## src/buck_pkg.sv

```systemverilog
package buck_pkg;
  // clock and time base
  localparam int CLOCK_NS = 20;
  localparam int US_NS = 1000;
  localparam int TICK_CYCLES = (US_NS + CLOCK_NS - 1) / CLOCK_NS;
  localparam int TIME_W = 16;
  // delays in microseconds
  localparam int INIT_US = 250;
  localparam int PG_DELAY_US = 200;
  localparam int HICCUP_US = 8000;
  localparam int OA_TIMEOUT_US = 32;
  // hiccup counter
  localparam int HICCUP_LIMIT = 16;
  localparam int HICCUP_UP = 2;
  localparam int HICCUP_DOWN = 1;
  localparam int HICCUP_W = 5;
  // register map, byte addresses
  localparam logic [7:0] CTRL_ADDR = 8'h00;
  localparam logic [7:0] STATUS_ADDR = 8'h04;
  localparam int CTRL_SS_LSB = 0;
  localparam int CTRL_SOFTSTOP_BIT = 4;
  localparam int CTRL_OA_BIT = 5;
  localparam logic [3:0] SS_SEL_OPEN = 4'hF;
  localparam logic [31:0] CTRL_RESET = 32'h0000000F;
  localparam int STAT_STATE_LSB = 0;
  localparam int STAT_EXT_TEMP_BIT = 4;
  localparam int STAT_DIE_BIT = 5;
  localparam int STAT_OVP_BIT = 6;
  localparam int STAT_UVLO_BIT = 7;
  localparam int STAT_PREBIAS_BIT = 8;
  localparam int STAT_SYSFAULT_BIT = 9;
  localparam int STAT_PGOOD_BIT = 10;
  localparam int STAT_LSFORCE_BIT = 11;
  localparam logic [1:0] HTRANS_NONSEQ = 2'h2;

  typedef enum logic [2:0] {
    ST_OFF, ST_INIT, ST_SOFTSTART, ST_RUN, ST_SOFTSTOP, ST_HICCUP, ST_LATCHED
  } seq_state_t;

  // soft-start length in microseconds; code F is the open input
  function automatic logic [TIME_W-1:0] ss_us(input logic [3:0] sel);
    logic [TIME_W-1:0] t;
    t = 16'h0800;
    unique case (sel)
      4'h0: t = 16'h0040;
      4'h1: t = 16'h0080;
      4'h2: t = 16'h0100;
      4'h3: t = 16'h0200;
      4'h4: t = 16'h0300;
      4'h5: t = 16'h0400;
      4'h6: t = 16'h0600;
      4'h7: t = 16'h0800;
      4'h8: t = 16'h0C00;
      4'h9: t = 16'h1000;
      4'hA: t = 16'h1800;
      4'hB: t = 16'h2000;
      4'hC: t = 16'h4000;
      4'hD: t = 16'h6000;
      4'hE: t = 16'h8000;
      4'hF: t = 16'h0800;
    endcase
    return t;
  endfunction
endpackage

```

## src/regs_if.sv

```systemverilog
`timescale 1ns/1ps
interface regs_if;
  logic [3:0] ss_sel;
  logic soft_stop_en;
  logic oa_en;
  logic [31:0] status;
  modport bus (output ss_sel, output soft_stop_en, output oa_en, input status);
  modport core (input ss_sel, input soft_stop_en, input oa_en, output status);
endinterface

```

## src/buck_fault_sequencer.sv

```systemverilog
// Chosen here: the placing of the registers and the AHB-Lite interface to the registers.
`timescale 1ns/1ps
// How it works
// any flagged fault tri-states the pwm output
// external temp trip flags fault at once, releases below threshold minus hysteresis
// die overtemperature flags fault at once, releases below lower point
// overvoltage flags fault and latches off until enable or supply cycles
// undervoltage lockout flags fault and tri-states pwm, releases automatically
// current limit never flags fault; repeated trips cause hiccup wait and restart
// hiccup count adds two per overcurrent cycle, subtracts one otherwise
// pre-bias above nominal at start flags fault and latches off
// after enable, pwm waits the initialisation delay before soft-start
// enable low stops the controller and pwm
// power-good released a fixed delay after feedback becomes good
// soft-start length picked from sixteen settings, open selects 2048 us
// soft-stop ramp lasts as long as the soft-start setting
// outside-audio mode forces low side on after long gap between pulses
// pwm 0 means low side, 1 high side, off means both off
// external low on the fault line is a system fault, pwm tri-stated
module buck_fault_sequencer #(
  parameter int p_tick_cycles = buck_pkg::TICK_CYCLES,
  parameter int p_hiccup_us = buck_pkg::HICCUP_US
) (
  // clock and reset
  input wire logic i_clock,
  input wire logic i_sys_rst,
  // ahb-lite slave
  input wire logic i_hsel,
  input wire logic [7:0] i_haddr,
  input wire logic [1:0] i_htrans,
  input wire logic i_hwrite,
  input wire logic [2:0] i_hsize,
  input wire logic [31:0] i_hwdata,
  input wire logic i_hready,
  output logic [31:0] o_hrdata,
  output logic o_hreadyout,
  output logic o_hresp,
  // comparators and enable
  input wire logic i_enable,
  input wire logic i_ext_temp_sense_in,
  input wire logic i_ext_temp_release,
  input wire logic i_die_overtemp_detect,
  input wire logic i_die_cool,
  input wire logic i_overvoltage_sense_in,
  input wire logic i_uvlo,
  input wire logic i_prebias_above,
  input wire logic i_feedback_sense,
  // loop side
  input wire logic i_pwm_request,
  input wire logic i_sw_cycle,
  input wire logic i_overcurrent,
  // fault line, open drain
  input wire logic i_fault_line_n,
  output logic o_fault_line_n_out,
  output logic o_fault_line_n_oe,
  // power stage
  output logic o_pwm_drive_out,
  output logic o_pwm_drive_oe,
  output logic o_low_side_force_out,
  // power good, open drain
  output logic o_supply_ok_out,
  output logic o_supply_ok_oe
);
  regs_if rif ();

  buck_pkg::seq_state_t state_ff, nxt_state;
  logic [15:0] div_ff, nxt_div;
  logic tick;
  logic [buck_pkg::TIME_W-1:0] timer_ff, nxt_timer;
  logic ext_temp_ff, nxt_ext_temp;
  logic die_ff, nxt_die;
  logic ovp_ff, nxt_ovp;
  logic prebias_ff, nxt_prebias;
  logic uvlo_ff;
  logic sysfault_ff, nxt_sysfault;
  logic fault_oe_ff, nxt_fault_oe;
  logic fault_oe_d_ff;
  logic pwm_oe_ff, nxt_pwm_oe;
  logic pwm_out_ff, nxt_pwm_out;
  logic [buck_pkg::TIME_W-1:0] pg_cnt_ff, nxt_pg_cnt;
  logic pg_ok_ff, nxt_pg_ok;
  logic [buck_pkg::TIME_W-1:0] oa_cnt_ff, nxt_oa_cnt;
  logic ls_ff, nxt_ls;
  logic latched, live_fault, switching, hiccup_trip;
  logic [buck_pkg::TIME_W-1:0] ss_len;

  function automatic logic reached(input logic [buck_pkg::TIME_W-1:0] t, input int lim);
    return t >= buck_pkg::TIME_W'(lim);
  endfunction

  ahb_regs u_regs (
    .i_clock(i_clock), .i_sys_rst(i_sys_rst), .i_hsel(i_hsel), .i_haddr(i_haddr),
    .i_htrans(i_htrans), .i_hwrite(i_hwrite), .i_hsize(i_hsize), .i_hwdata(i_hwdata),
    .i_hready(i_hready), .o_hrdata(o_hrdata), .o_hreadyout(o_hreadyout),
    .o_hresp(o_hresp), .rif(rif.bus)
  );

  // counter cleared whenever the stage is not switching
  hiccup_counter u_hiccup (
    .i_clock(i_clock), .i_sys_rst(i_sys_rst), .i_cycle(i_sw_cycle),
    .i_overcurrent(i_overcurrent), .i_clear(!switching), .o_trip(hiccup_trip)
  );

  // microsecond tick divider
  always_comb begin
    tick = (div_ff == 16'(p_tick_cycles - 1));
    nxt_div = tick ? 16'h0000 : div_ff + 16'h0001;
  end

  assign ss_len = buck_pkg::ss_us(rif.ss_sel);

  // fault flags; a new trip beats its own release in the same cycle
  always_comb begin
    nxt_ext_temp = i_ext_temp_sense_in || (ext_temp_ff && !i_ext_temp_release);
    nxt_die = i_die_overtemp_detect || (die_ff && !i_die_cool);
    nxt_ovp = i_overvoltage_sense_in || (ovp_ff && i_enable);
    nxt_prebias = (i_prebias_above && state_ff == buck_pkg::ST_INIT) ||
                  (prebias_ff && i_enable);
    // own drive may still sit on the wire for a cycle after release
    nxt_sysfault = !i_fault_line_n && !fault_oe_ff && !fault_oe_d_ff;
    nxt_fault_oe = nxt_ext_temp || nxt_die || nxt_ovp || nxt_prebias || i_uvlo;
  end

  assign latched = ovp_ff || prebias_ff;
  assign live_fault = fault_oe_ff || sysfault_ff;

  // sequencer
  always_comb begin
    nxt_state = state_ff;
    nxt_timer = timer_ff;
    unique case (state_ff)
      buck_pkg::ST_OFF: begin
        nxt_timer = '0;
        if (i_enable && !latched) begin
          nxt_state = buck_pkg::ST_INIT;
        end
      end
      buck_pkg::ST_INIT: begin
        if (!i_enable) begin
          nxt_state = buck_pkg::ST_OFF;
        end else if (latched) begin
          nxt_state = buck_pkg::ST_LATCHED;
        end else if (live_fault) begin
          nxt_timer = '0;
        end else if (tick && reached(timer_ff, buck_pkg::INIT_US)) begin
          nxt_state = buck_pkg::ST_SOFTSTART;
          nxt_timer = '0;
        end else if (tick) begin
          nxt_timer = timer_ff + buck_pkg::TIME_W'(1);
        end
      end
      buck_pkg::ST_SOFTSTART, buck_pkg::ST_RUN: begin
        if (!i_enable) begin
          nxt_state = rif.soft_stop_en ? buck_pkg::ST_SOFTSTOP : buck_pkg::ST_OFF;
          nxt_timer = '0;
        end else if (latched) begin
          nxt_state = buck_pkg::ST_LATCHED;
        end else if (live_fault) begin
          nxt_state = buck_pkg::ST_INIT;
          nxt_timer = '0;
        end else if (hiccup_trip) begin
          nxt_state = buck_pkg::ST_HICCUP;
          nxt_timer = '0;
        end else if (state_ff == buck_pkg::ST_SOFTSTART && tick) begin
          nxt_timer = timer_ff + buck_pkg::TIME_W'(1);
          if (reached(timer_ff, int'(ss_len))) begin
            nxt_state = buck_pkg::ST_RUN;
          end
        end
      end
      buck_pkg::ST_SOFTSTOP: begin
        if (latched || live_fault) begin
          nxt_state = buck_pkg::ST_OFF;
        end else if (tick && reached(timer_ff, int'(ss_len))) begin
          nxt_state = buck_pkg::ST_OFF;
        end else if (tick) begin
          nxt_timer = timer_ff + buck_pkg::TIME_W'(1);
        end
      end
      buck_pkg::ST_HICCUP: begin
        if (!i_enable) begin
          nxt_state = buck_pkg::ST_OFF;
        end else if (latched) begin
          nxt_state = buck_pkg::ST_LATCHED;
        end else if (tick && reached(timer_ff, p_hiccup_us)) begin
          nxt_state = buck_pkg::ST_SOFTSTART;
          nxt_timer = '0;
        end else if (tick) begin
          nxt_timer = timer_ff + buck_pkg::TIME_W'(1);
        end
      end
      buck_pkg::ST_LATCHED: begin
        if (!i_enable) begin
          nxt_state = buck_pkg::ST_OFF;
        end
      end
      default: begin
        nxt_state = buck_pkg::ST_OFF;
      end
    endcase
  end

  // pwm drives only while ramping or running and nothing is flagged
  always_comb begin
    switching = (state_ff == buck_pkg::ST_SOFTSTART) || (state_ff == buck_pkg::ST_RUN);
    nxt_pwm_oe = (nxt_state == buck_pkg::ST_SOFTSTART || nxt_state == buck_pkg::ST_RUN ||
                  nxt_state == buck_pkg::ST_SOFTSTOP) && !nxt_fault_oe &&
                 !nxt_sysfault;
    nxt_pwm_out = nxt_pwm_oe && i_pwm_request;
  end

  // power good after a fixed delay of good feedback while running
  always_comb begin
    nxt_pg_cnt = pg_cnt_ff;
    nxt_pg_ok = pg_ok_ff;
    if (state_ff != buck_pkg::ST_RUN || !i_feedback_sense) begin
      nxt_pg_cnt = '0;
      nxt_pg_ok = 1'b0;
    end else if (tick && !pg_ok_ff) begin
      nxt_pg_cnt = pg_cnt_ff + buck_pkg::TIME_W'(1);
      nxt_pg_ok = reached(pg_cnt_ff, buck_pkg::PG_DELAY_US);
    end
  end

  // outside audio: gap since last high-side pulse, saturating
  always_comb begin
    nxt_oa_cnt = oa_cnt_ff;
    if (nxt_pwm_out || !switching) begin
      nxt_oa_cnt = '0;
    end else if (tick && !reached(oa_cnt_ff, buck_pkg::OA_TIMEOUT_US + 2)) begin
      nxt_oa_cnt = oa_cnt_ff + buck_pkg::TIME_W'(1);
    end
    nxt_ls = rif.oa_en && switching && !nxt_pwm_out &&
             (oa_cnt_ff > buck_pkg::TIME_W'(buck_pkg::OA_TIMEOUT_US));
  end

  always_ff @(posedge i_clock) begin
    if (i_sys_rst) begin
      state_ff <= buck_pkg::ST_OFF;
      div_ff <= 16'h0000;
      timer_ff <= '0;
      ext_temp_ff <= 1'b0;
      die_ff <= 1'b0;
      ovp_ff <= 1'b0;
      prebias_ff <= 1'b0;
      uvlo_ff <= 1'b0;
      sysfault_ff <= 1'b0;
      fault_oe_ff <= 1'b0;
      fault_oe_d_ff <= 1'b0;
      pwm_oe_ff <= 1'b0;
      pwm_out_ff <= 1'b0;
      pg_cnt_ff <= '0;
      pg_ok_ff <= 1'b0;
      oa_cnt_ff <= '0;
      ls_ff <= 1'b0;
    end else begin
      state_ff <= nxt_state;
      div_ff <= nxt_div;
      timer_ff <= nxt_timer;
      ext_temp_ff <= nxt_ext_temp;
      die_ff <= nxt_die;
      ovp_ff <= nxt_ovp;
      prebias_ff <= nxt_prebias;
      uvlo_ff <= i_uvlo;
      sysfault_ff <= nxt_sysfault;
      fault_oe_ff <= nxt_fault_oe;
      fault_oe_d_ff <= fault_oe_ff;
      pwm_oe_ff <= nxt_pwm_oe;
      pwm_out_ff <= nxt_pwm_out;
      pg_cnt_ff <= nxt_pg_cnt;
      pg_ok_ff <= nxt_pg_ok;
      oa_cnt_ff <= nxt_oa_cnt;
      ls_ff <= nxt_ls;
    end
  end

  // outputs; power good pulls low until released
  assign o_fault_line_n_out = 1'b0;
  assign o_fault_line_n_oe = fault_oe_ff;
  assign o_pwm_drive_out = pwm_out_ff;
  assign o_pwm_drive_oe = pwm_oe_ff;
  assign o_low_side_force_out = ls_ff;
  assign o_supply_ok_out = 1'b0;
  assign o_supply_ok_oe = !pg_ok_ff;

  always_comb begin
    rif.status = 32'h00000000;
    rif.status[buck_pkg::STAT_STATE_LSB +: 3] = state_ff;
    rif.status[buck_pkg::STAT_EXT_TEMP_BIT] = ext_temp_ff;
    rif.status[buck_pkg::STAT_DIE_BIT] = die_ff;
    rif.status[buck_pkg::STAT_OVP_BIT] = ovp_ff;
    rif.status[buck_pkg::STAT_UVLO_BIT] = uvlo_ff;
    rif.status[buck_pkg::STAT_PREBIAS_BIT] = prebias_ff;
    rif.status[buck_pkg::STAT_SYSFAULT_BIT] = sysfault_ff;
    rif.status[buck_pkg::STAT_PGOOD_BIT] = pg_ok_ff;
    rif.status[buck_pkg::STAT_LSFORCE_BIT] = ls_ff;
  end

  // assertion helper: cycles spent in start-up delay
  logic [31:0] init_len_ff;
  always_ff @(posedge i_clock) begin
    if (i_sys_rst || state_ff != buck_pkg::ST_INIT) begin
      init_len_ff <= 32'h00000000;
    end else begin
      init_len_ff <= init_len_ff + 32'h00000001;
    end
  end
endmodule

```

## src/hiccup_counter.sv

```systemverilog
`timescale 1ns/1ps
module hiccup_counter (
  // clock and reset
  input wire logic i_clock,
  input wire logic i_sys_rst,
  // per switching cycle
  input wire logic i_cycle,
  input wire logic i_overcurrent,
  input wire logic i_clear,
  // trip level
  output logic o_trip
);
  logic [buck_pkg::HICCUP_W-1:0] count_ff;
  logic [buck_pkg::HICCUP_W-1:0] nxt_count;

  // up by two on overcurrent, down by one otherwise, never below zero
  always_comb begin
    nxt_count = count_ff;
    if (i_clear) begin
      nxt_count = '0;
    end else if (i_cycle && i_overcurrent) begin
      if (count_ff >= buck_pkg::HICCUP_W'(buck_pkg::HICCUP_LIMIT - buck_pkg::HICCUP_UP)) begin
        nxt_count = buck_pkg::HICCUP_W'(buck_pkg::HICCUP_LIMIT);
      end else begin
        nxt_count = count_ff + buck_pkg::HICCUP_W'(buck_pkg::HICCUP_UP);
      end
    end else if (i_cycle && count_ff != '0) begin
      nxt_count = count_ff - buck_pkg::HICCUP_W'(buck_pkg::HICCUP_DOWN);
    end
  end

  always_ff @(posedge i_clock) begin
    if (i_sys_rst) begin
      count_ff <= '0;
    end else begin
      count_ff <= nxt_count;
    end
  end

  assign o_trip = (count_ff >= buck_pkg::HICCUP_W'(buck_pkg::HICCUP_LIMIT));
endmodule

```

## src/ahb_regs.sv

```systemverilog
`timescale 1ns/1ps
module ahb_regs (
  // clock and reset
  input wire logic i_clock,
  input wire logic i_sys_rst,
  // ahb-lite slave
  input wire logic i_hsel,
  input wire logic [7:0] i_haddr,
  input wire logic [1:0] i_htrans,
  input wire logic i_hwrite,
  input wire logic [2:0] i_hsize,
  input wire logic [31:0] i_hwdata,
  input wire logic i_hready,
  output logic [31:0] o_hrdata,
  output logic o_hreadyout,
  output logic o_hresp,
  // toward the core
  regs_if.bus rif
);
  logic [31:0] ctrl_ff;
  logic [31:0] nxt_ctrl;
  logic [31:0] rdata_ff;
  logic [31:0] nxt_rdata;
  logic wr_pend_ff;
  logic nxt_wr_pend;
  logic [7:0] addr_ff;
  logic [7:0] nxt_addr;
  logic addr_phase;

  // only whole-word single transfers are expected; hsize is not checked
  assign addr_phase = i_hsel && i_hready && (i_htrans == buck_pkg::HTRANS_NONSEQ);

  // zero wait: read data latched at address phase, writes land in data phase
  always_comb begin
    nxt_ctrl = ctrl_ff;
    nxt_rdata = 32'h00000000;
    nxt_wr_pend = addr_phase && i_hwrite;
    nxt_addr = addr_ff;
    if (wr_pend_ff && addr_ff == buck_pkg::CTRL_ADDR) begin
      nxt_ctrl = {26'h0, i_hwdata[5:0]};
    end
    if (addr_phase) begin
      nxt_addr = i_haddr;
      if (!i_hwrite && i_haddr == buck_pkg::CTRL_ADDR) begin
        nxt_rdata = ctrl_ff;
      end else if (!i_hwrite && i_haddr == buck_pkg::STATUS_ADDR) begin
        nxt_rdata = rif.status;
      end
    end
  end

  always_ff @(posedge i_clock) begin
    if (i_sys_rst) begin
      ctrl_ff <= buck_pkg::CTRL_RESET;
      rdata_ff <= 32'h00000000;
      wr_pend_ff <= 1'b0;
      addr_ff <= 8'h00;
    end else begin
      ctrl_ff <= nxt_ctrl;
      rdata_ff <= nxt_rdata;
      wr_pend_ff <= nxt_wr_pend;
      addr_ff <= nxt_addr;
    end
  end

  assign o_hrdata = rdata_ff;
  assign o_hreadyout = 1'b1;
  assign o_hresp = 1'b0;
  assign rif.ss_sel = ctrl_ff[buck_pkg::CTRL_SS_LSB +: 4];
  assign rif.soft_stop_en = ctrl_ff[buck_pkg::CTRL_SOFTSTOP_BIT];
  assign rif.oa_en = ctrl_ff[buck_pkg::CTRL_OA_BIT];
endmodule

```

## config.mk

```make
export PLATFORM = sky130hd
export DESIGN_NAME = buck_fault_sequencer
export DESIGN_NICKNAME = d
export VERILOG_FILES = /design/src/buck_pkg.sv /design/src/regs_if.sv /design/src/buck_fault_sequencer.sv /design/src/hiccup_counter.sv /design/src/ahb_regs.sv
export SDC_FILE = /design/constraint.sdc
export NUM_CORES = 1
export LEC_CHECK = 0
export BUFFER_PORTS_ARGS = -buffer_cell sky130_fd_sc_hd__buf_2
export CAP_MARGIN = 20
export CORE_ASPECT_RATIO = 1.2
export CORE_MARGIN = 2
export CORE_UTILIZATION = 48
export CTS_BUF_LIST = sky130_fd_sc_hd__clkbuf_4
export DETAILED_ROUTE_END_ITERATION = 7
export GPL_ROUTABILITY_DRIVEN = 1
export PLACE_DENSITY = 0.72
export SLEW_MARGIN = 20
export SYNTH_ARGS = -nofsm -noshare
export SYNTH_HDL_FRONTEND = slang
export SYNTH_HIERARCHICAL = 1
export SYNTH_SLANG_ARGS = --single-unit
```

## constraint.sdc

```tcl
create_clock -name i_clock -period 3.02 [get_ports i_clock]
set_input_delay 0.453 -clock i_clock [delete_from_list [all_inputs] [get_ports i_clock]]
set_output_delay 0.453 -clock i_clock [all_outputs]
set_load 0.05 [all_outputs]
```

==> summary.md <==
| Metric | Value |
|---|---|
| Status | complete, no violations |
| Post-synth EDFFs | 0 |
| Global-route wire length before repair | 22500 um |
| Power Total | 3.17 mW |
| Final ANT Viol Nets | 0 |
| Slew Limit Fails | 0 |
| Core area | 13200 sq um |
| Share of post-route cells with drive strength above 1 | 23.3% |
| Core Util, Final | 57.5% |
| WHS | 0.103 ns |
| Global Route Usage Sum | 19.5% |
| Num CTS Buffers | 17 |
| Buf+Inv Stages, Crit Path | 2 |
| RD Place Congestion | 0.887 |
| VDD IR-drop max | 366 uV |
| Crit path cell chain | ha_4 > mux2i_1 > or2_2 > ha_4 > a21oi_1 > o21ai_2 > a221oi_2 > buf_4 > a2111o_1 > nand4_1 > buf_4 > or3_1 > a21oi_1 |
| First-pass detailed-route iteration total | 4 |
| Largest cells by area after synthesis | dfxtp_1 41%, ha_1 5.2%, nor2_1 4.4%, nor3_2 3.7%, a21oi_1 3.5% |
| Cell row count | 46 |
| Clk pin slew, worst setup/hold paths | 0.12 ns |
| RSZ-0062 raised after global routing | true |
| Fill cells | 1199 |
| Nets | 939 |
| Synth cell types | 71 |
| Worst skew pair latency | 0.52 ns |
| Syn avg cell area | 8.66 sq um |
| Sequential cell area | 2630 sq um |
| Startpoint types | flip-flop |
| Yosys top cell area share | 40.6% |
| Crit path arrival time | 3.39 ns |
| LEAKAGE | 3.09 nW |
| Cell at the slowest stage of the critical path | dfxtp_4 |
| Worst Path Required | 3.48 ns |
| Fmax achieved | 0.341 GHz |
| Max-capacitance violation count | 0 |
| Initial drt markers | 366 |
| Synth area leader | dfxtp_1 |
| Synth warn | 6 |
| Die ar. | 14400 sq um |
| Synth async-reset ratio | 0% |
| Synth-to-layout area growth | 17.4% |
| Port bufs | 70 |
| Worst-Margin Slew | 0.640 ns |
| CP peak stage delay | 0.42 ns |
| Fin Clk Skew | 0.0185 ns |
| Sink Count | 131 |
| Most common flop cell mapped by yosys | dfxtp_1 |
| Initial Utilization | 49.0% |
| Post-DP HPWL | 9980 um |
| CTS root buffer | clkbuf_4 |
| Commonest cells in the netlist | 131 x dfxtp_1, 76 x nor2_1, 56 x nand2_1 |
| GRT Residual Overflow | 0 |
| Critical Path End Type | flip-flop |
| Mapped Area | 6450 sq um |
| Vias in the first global route | 4951 |
| Clock Tree Buf Depth | 2 |
| IO Pins | 104 |
| Synthesized flop and latch total | 131 |
| Setup Total Neg Slack | 0 ns |
| DR WL/cell | 13.6 um |
| CTS H-tree depth | 4 |
| Die Y | 131 um |
| Avg Vias per Cell | 5.31 |
| Crit Path Max Fanout | 4 |
| Register area share after synthesis | 40.6% |
| Mapped Cells | 745 |
| Worst Hold Class | in -> reg |
| Top Family by Delay on Critical Path | simple AND/OR/NAND/NOR gates |
| Fin. Hold Viols | 0 |
| Rel. slew slack | 57.3% |
| Pin count of the biggest net entering global routing | 33 |
| Die width | 110 um |
| Post-layout min period | 2.93 ns |
| Final Cycle Share | 97.0% |
| Count leader, synth | dfxtp_1 |
| CTS tree | yes |
| DRC Markers | 0 |
| CP Class | reg -> reg |
| Initial antenna violation count | 1 |
| Area of the multi-input gates | 3670 sq um |
| Power density over the cells | 418 nW/um^2 |
| Detailed Route WL | 14000 um |
| Cts hold-fix bufs | 0 |
| Setup Viol. Count Final | 0 |
| Routed vias | 5474 |
==> power breakdown <==
group | internal, mW | switching [mW]
clock | 0.497 | 0.671
combinational | 0.0937 | 0.156
sequential | 1.74 | 0.0123
==> worst register-to-register path, delay by kind of cell, from the launching register on <==
kind	cells	cell delay (ns)
buffers and inverters	2	0.37
DFF	1	0.42
AOI/OAI and AO/OA	5	0.80
and+or+nand+nor	3	0.84
muxes	1	0.06
adders and majority gates	2	0.39
==> sequential cells by signal, summed over array words and instances (netlist names), 3 cells and up <==
name / count
timer_ff: 16
u_regs/ctrl_ff: 6
u_regs/addr_ff: 8
u_regs/o_hrdata: 32
u_hiccup/count_ff: 5
state_ff: 3
pg_cnt_ff: 16
oa_cnt_ff: 16
div_ff: 16
==> stage by stage <==
| stage | worst slack (ns) | instances | cell area, sq um |
|---|---|---|---|
| after floorplan | -0.00651 | 767 | 6540 |
| after global placement | 0.0432 | 995 | 7140 |
| after detailed placement | 0.0309 | 995 | 7140 |
| after CTS | 0.00132 | 1027 | 7430 |
| after global routing | -0.0294 | 1031 | 7580 |
| final | 0.0894 | 1031 | 7580 |
==> cell usage in the layout (no fill, tap or decap), types with 12 or more instances in the layout <==
cell      instances
buf_2            70
nor3_1           21
conb_1           25
nor2_1           76
inv_1            45
xor2_1           20
clkbuf_4         17
and3_1           32
nor2b_1          13
nand2_1          54
o21ai_0          28
or3_1            12
buf_4            27
dfxtp_1         127
nor3_2           24
a21oi_1          44
nand3_1          25
mux2i_1          14
ha_1             21
==> worst paths after layout <==
check	startpoint	to	slack, ns	cells after the start
max	u_regs/ctrl_ff[0]	timer_ff[9]	0.09	13
min	i_fault_line_n	sysfault_ff	0.10	2
max reg2reg	u_regs/ctrl_ff[0]	timer_ff[9]	0.09	13
min reg2reg	fault_oe_d_ff	sysfault_ff	0.43	1
==> final cells by class <==
cell class | instances | area share, %
antenna | 1 | 0.0330
sequential | 131 | 34.7
inverter | 48 | 2.44
clock inverter | 15 | 2.06
tap | 168 | 2.77
clock buffer | 17 | 1.68
timing repair buffer | 99 | 7.83
multi-input combinational | 552 | 48.4
==> cell families after synthesis <==
kind of cell / synth area share [%]
simple gates: 28.5
compound gates: 13.4
flops: 40.6
buf+inv: 5.58
xor+xnor: 4.07
fa+ha+maj: 5.24
mux: 2.35
other cells: 0.175
==> routing by layer <==
layer	GRT usage [%]	share of wire, %	vias up
li1	-	-	2791
met1	24.1	47	2555
met2	33.0	47	115
met3	4.86	5.0	13
met4	6.55	1.1	0
met5	0	0	-
==> repair_timing <==
item,CTS,global route
resized for setup,1,31
pin swaps,0,13
buffers inserted,0,3
setup endpoints to repair,1,35
Power figures use the tool's default switching activity.
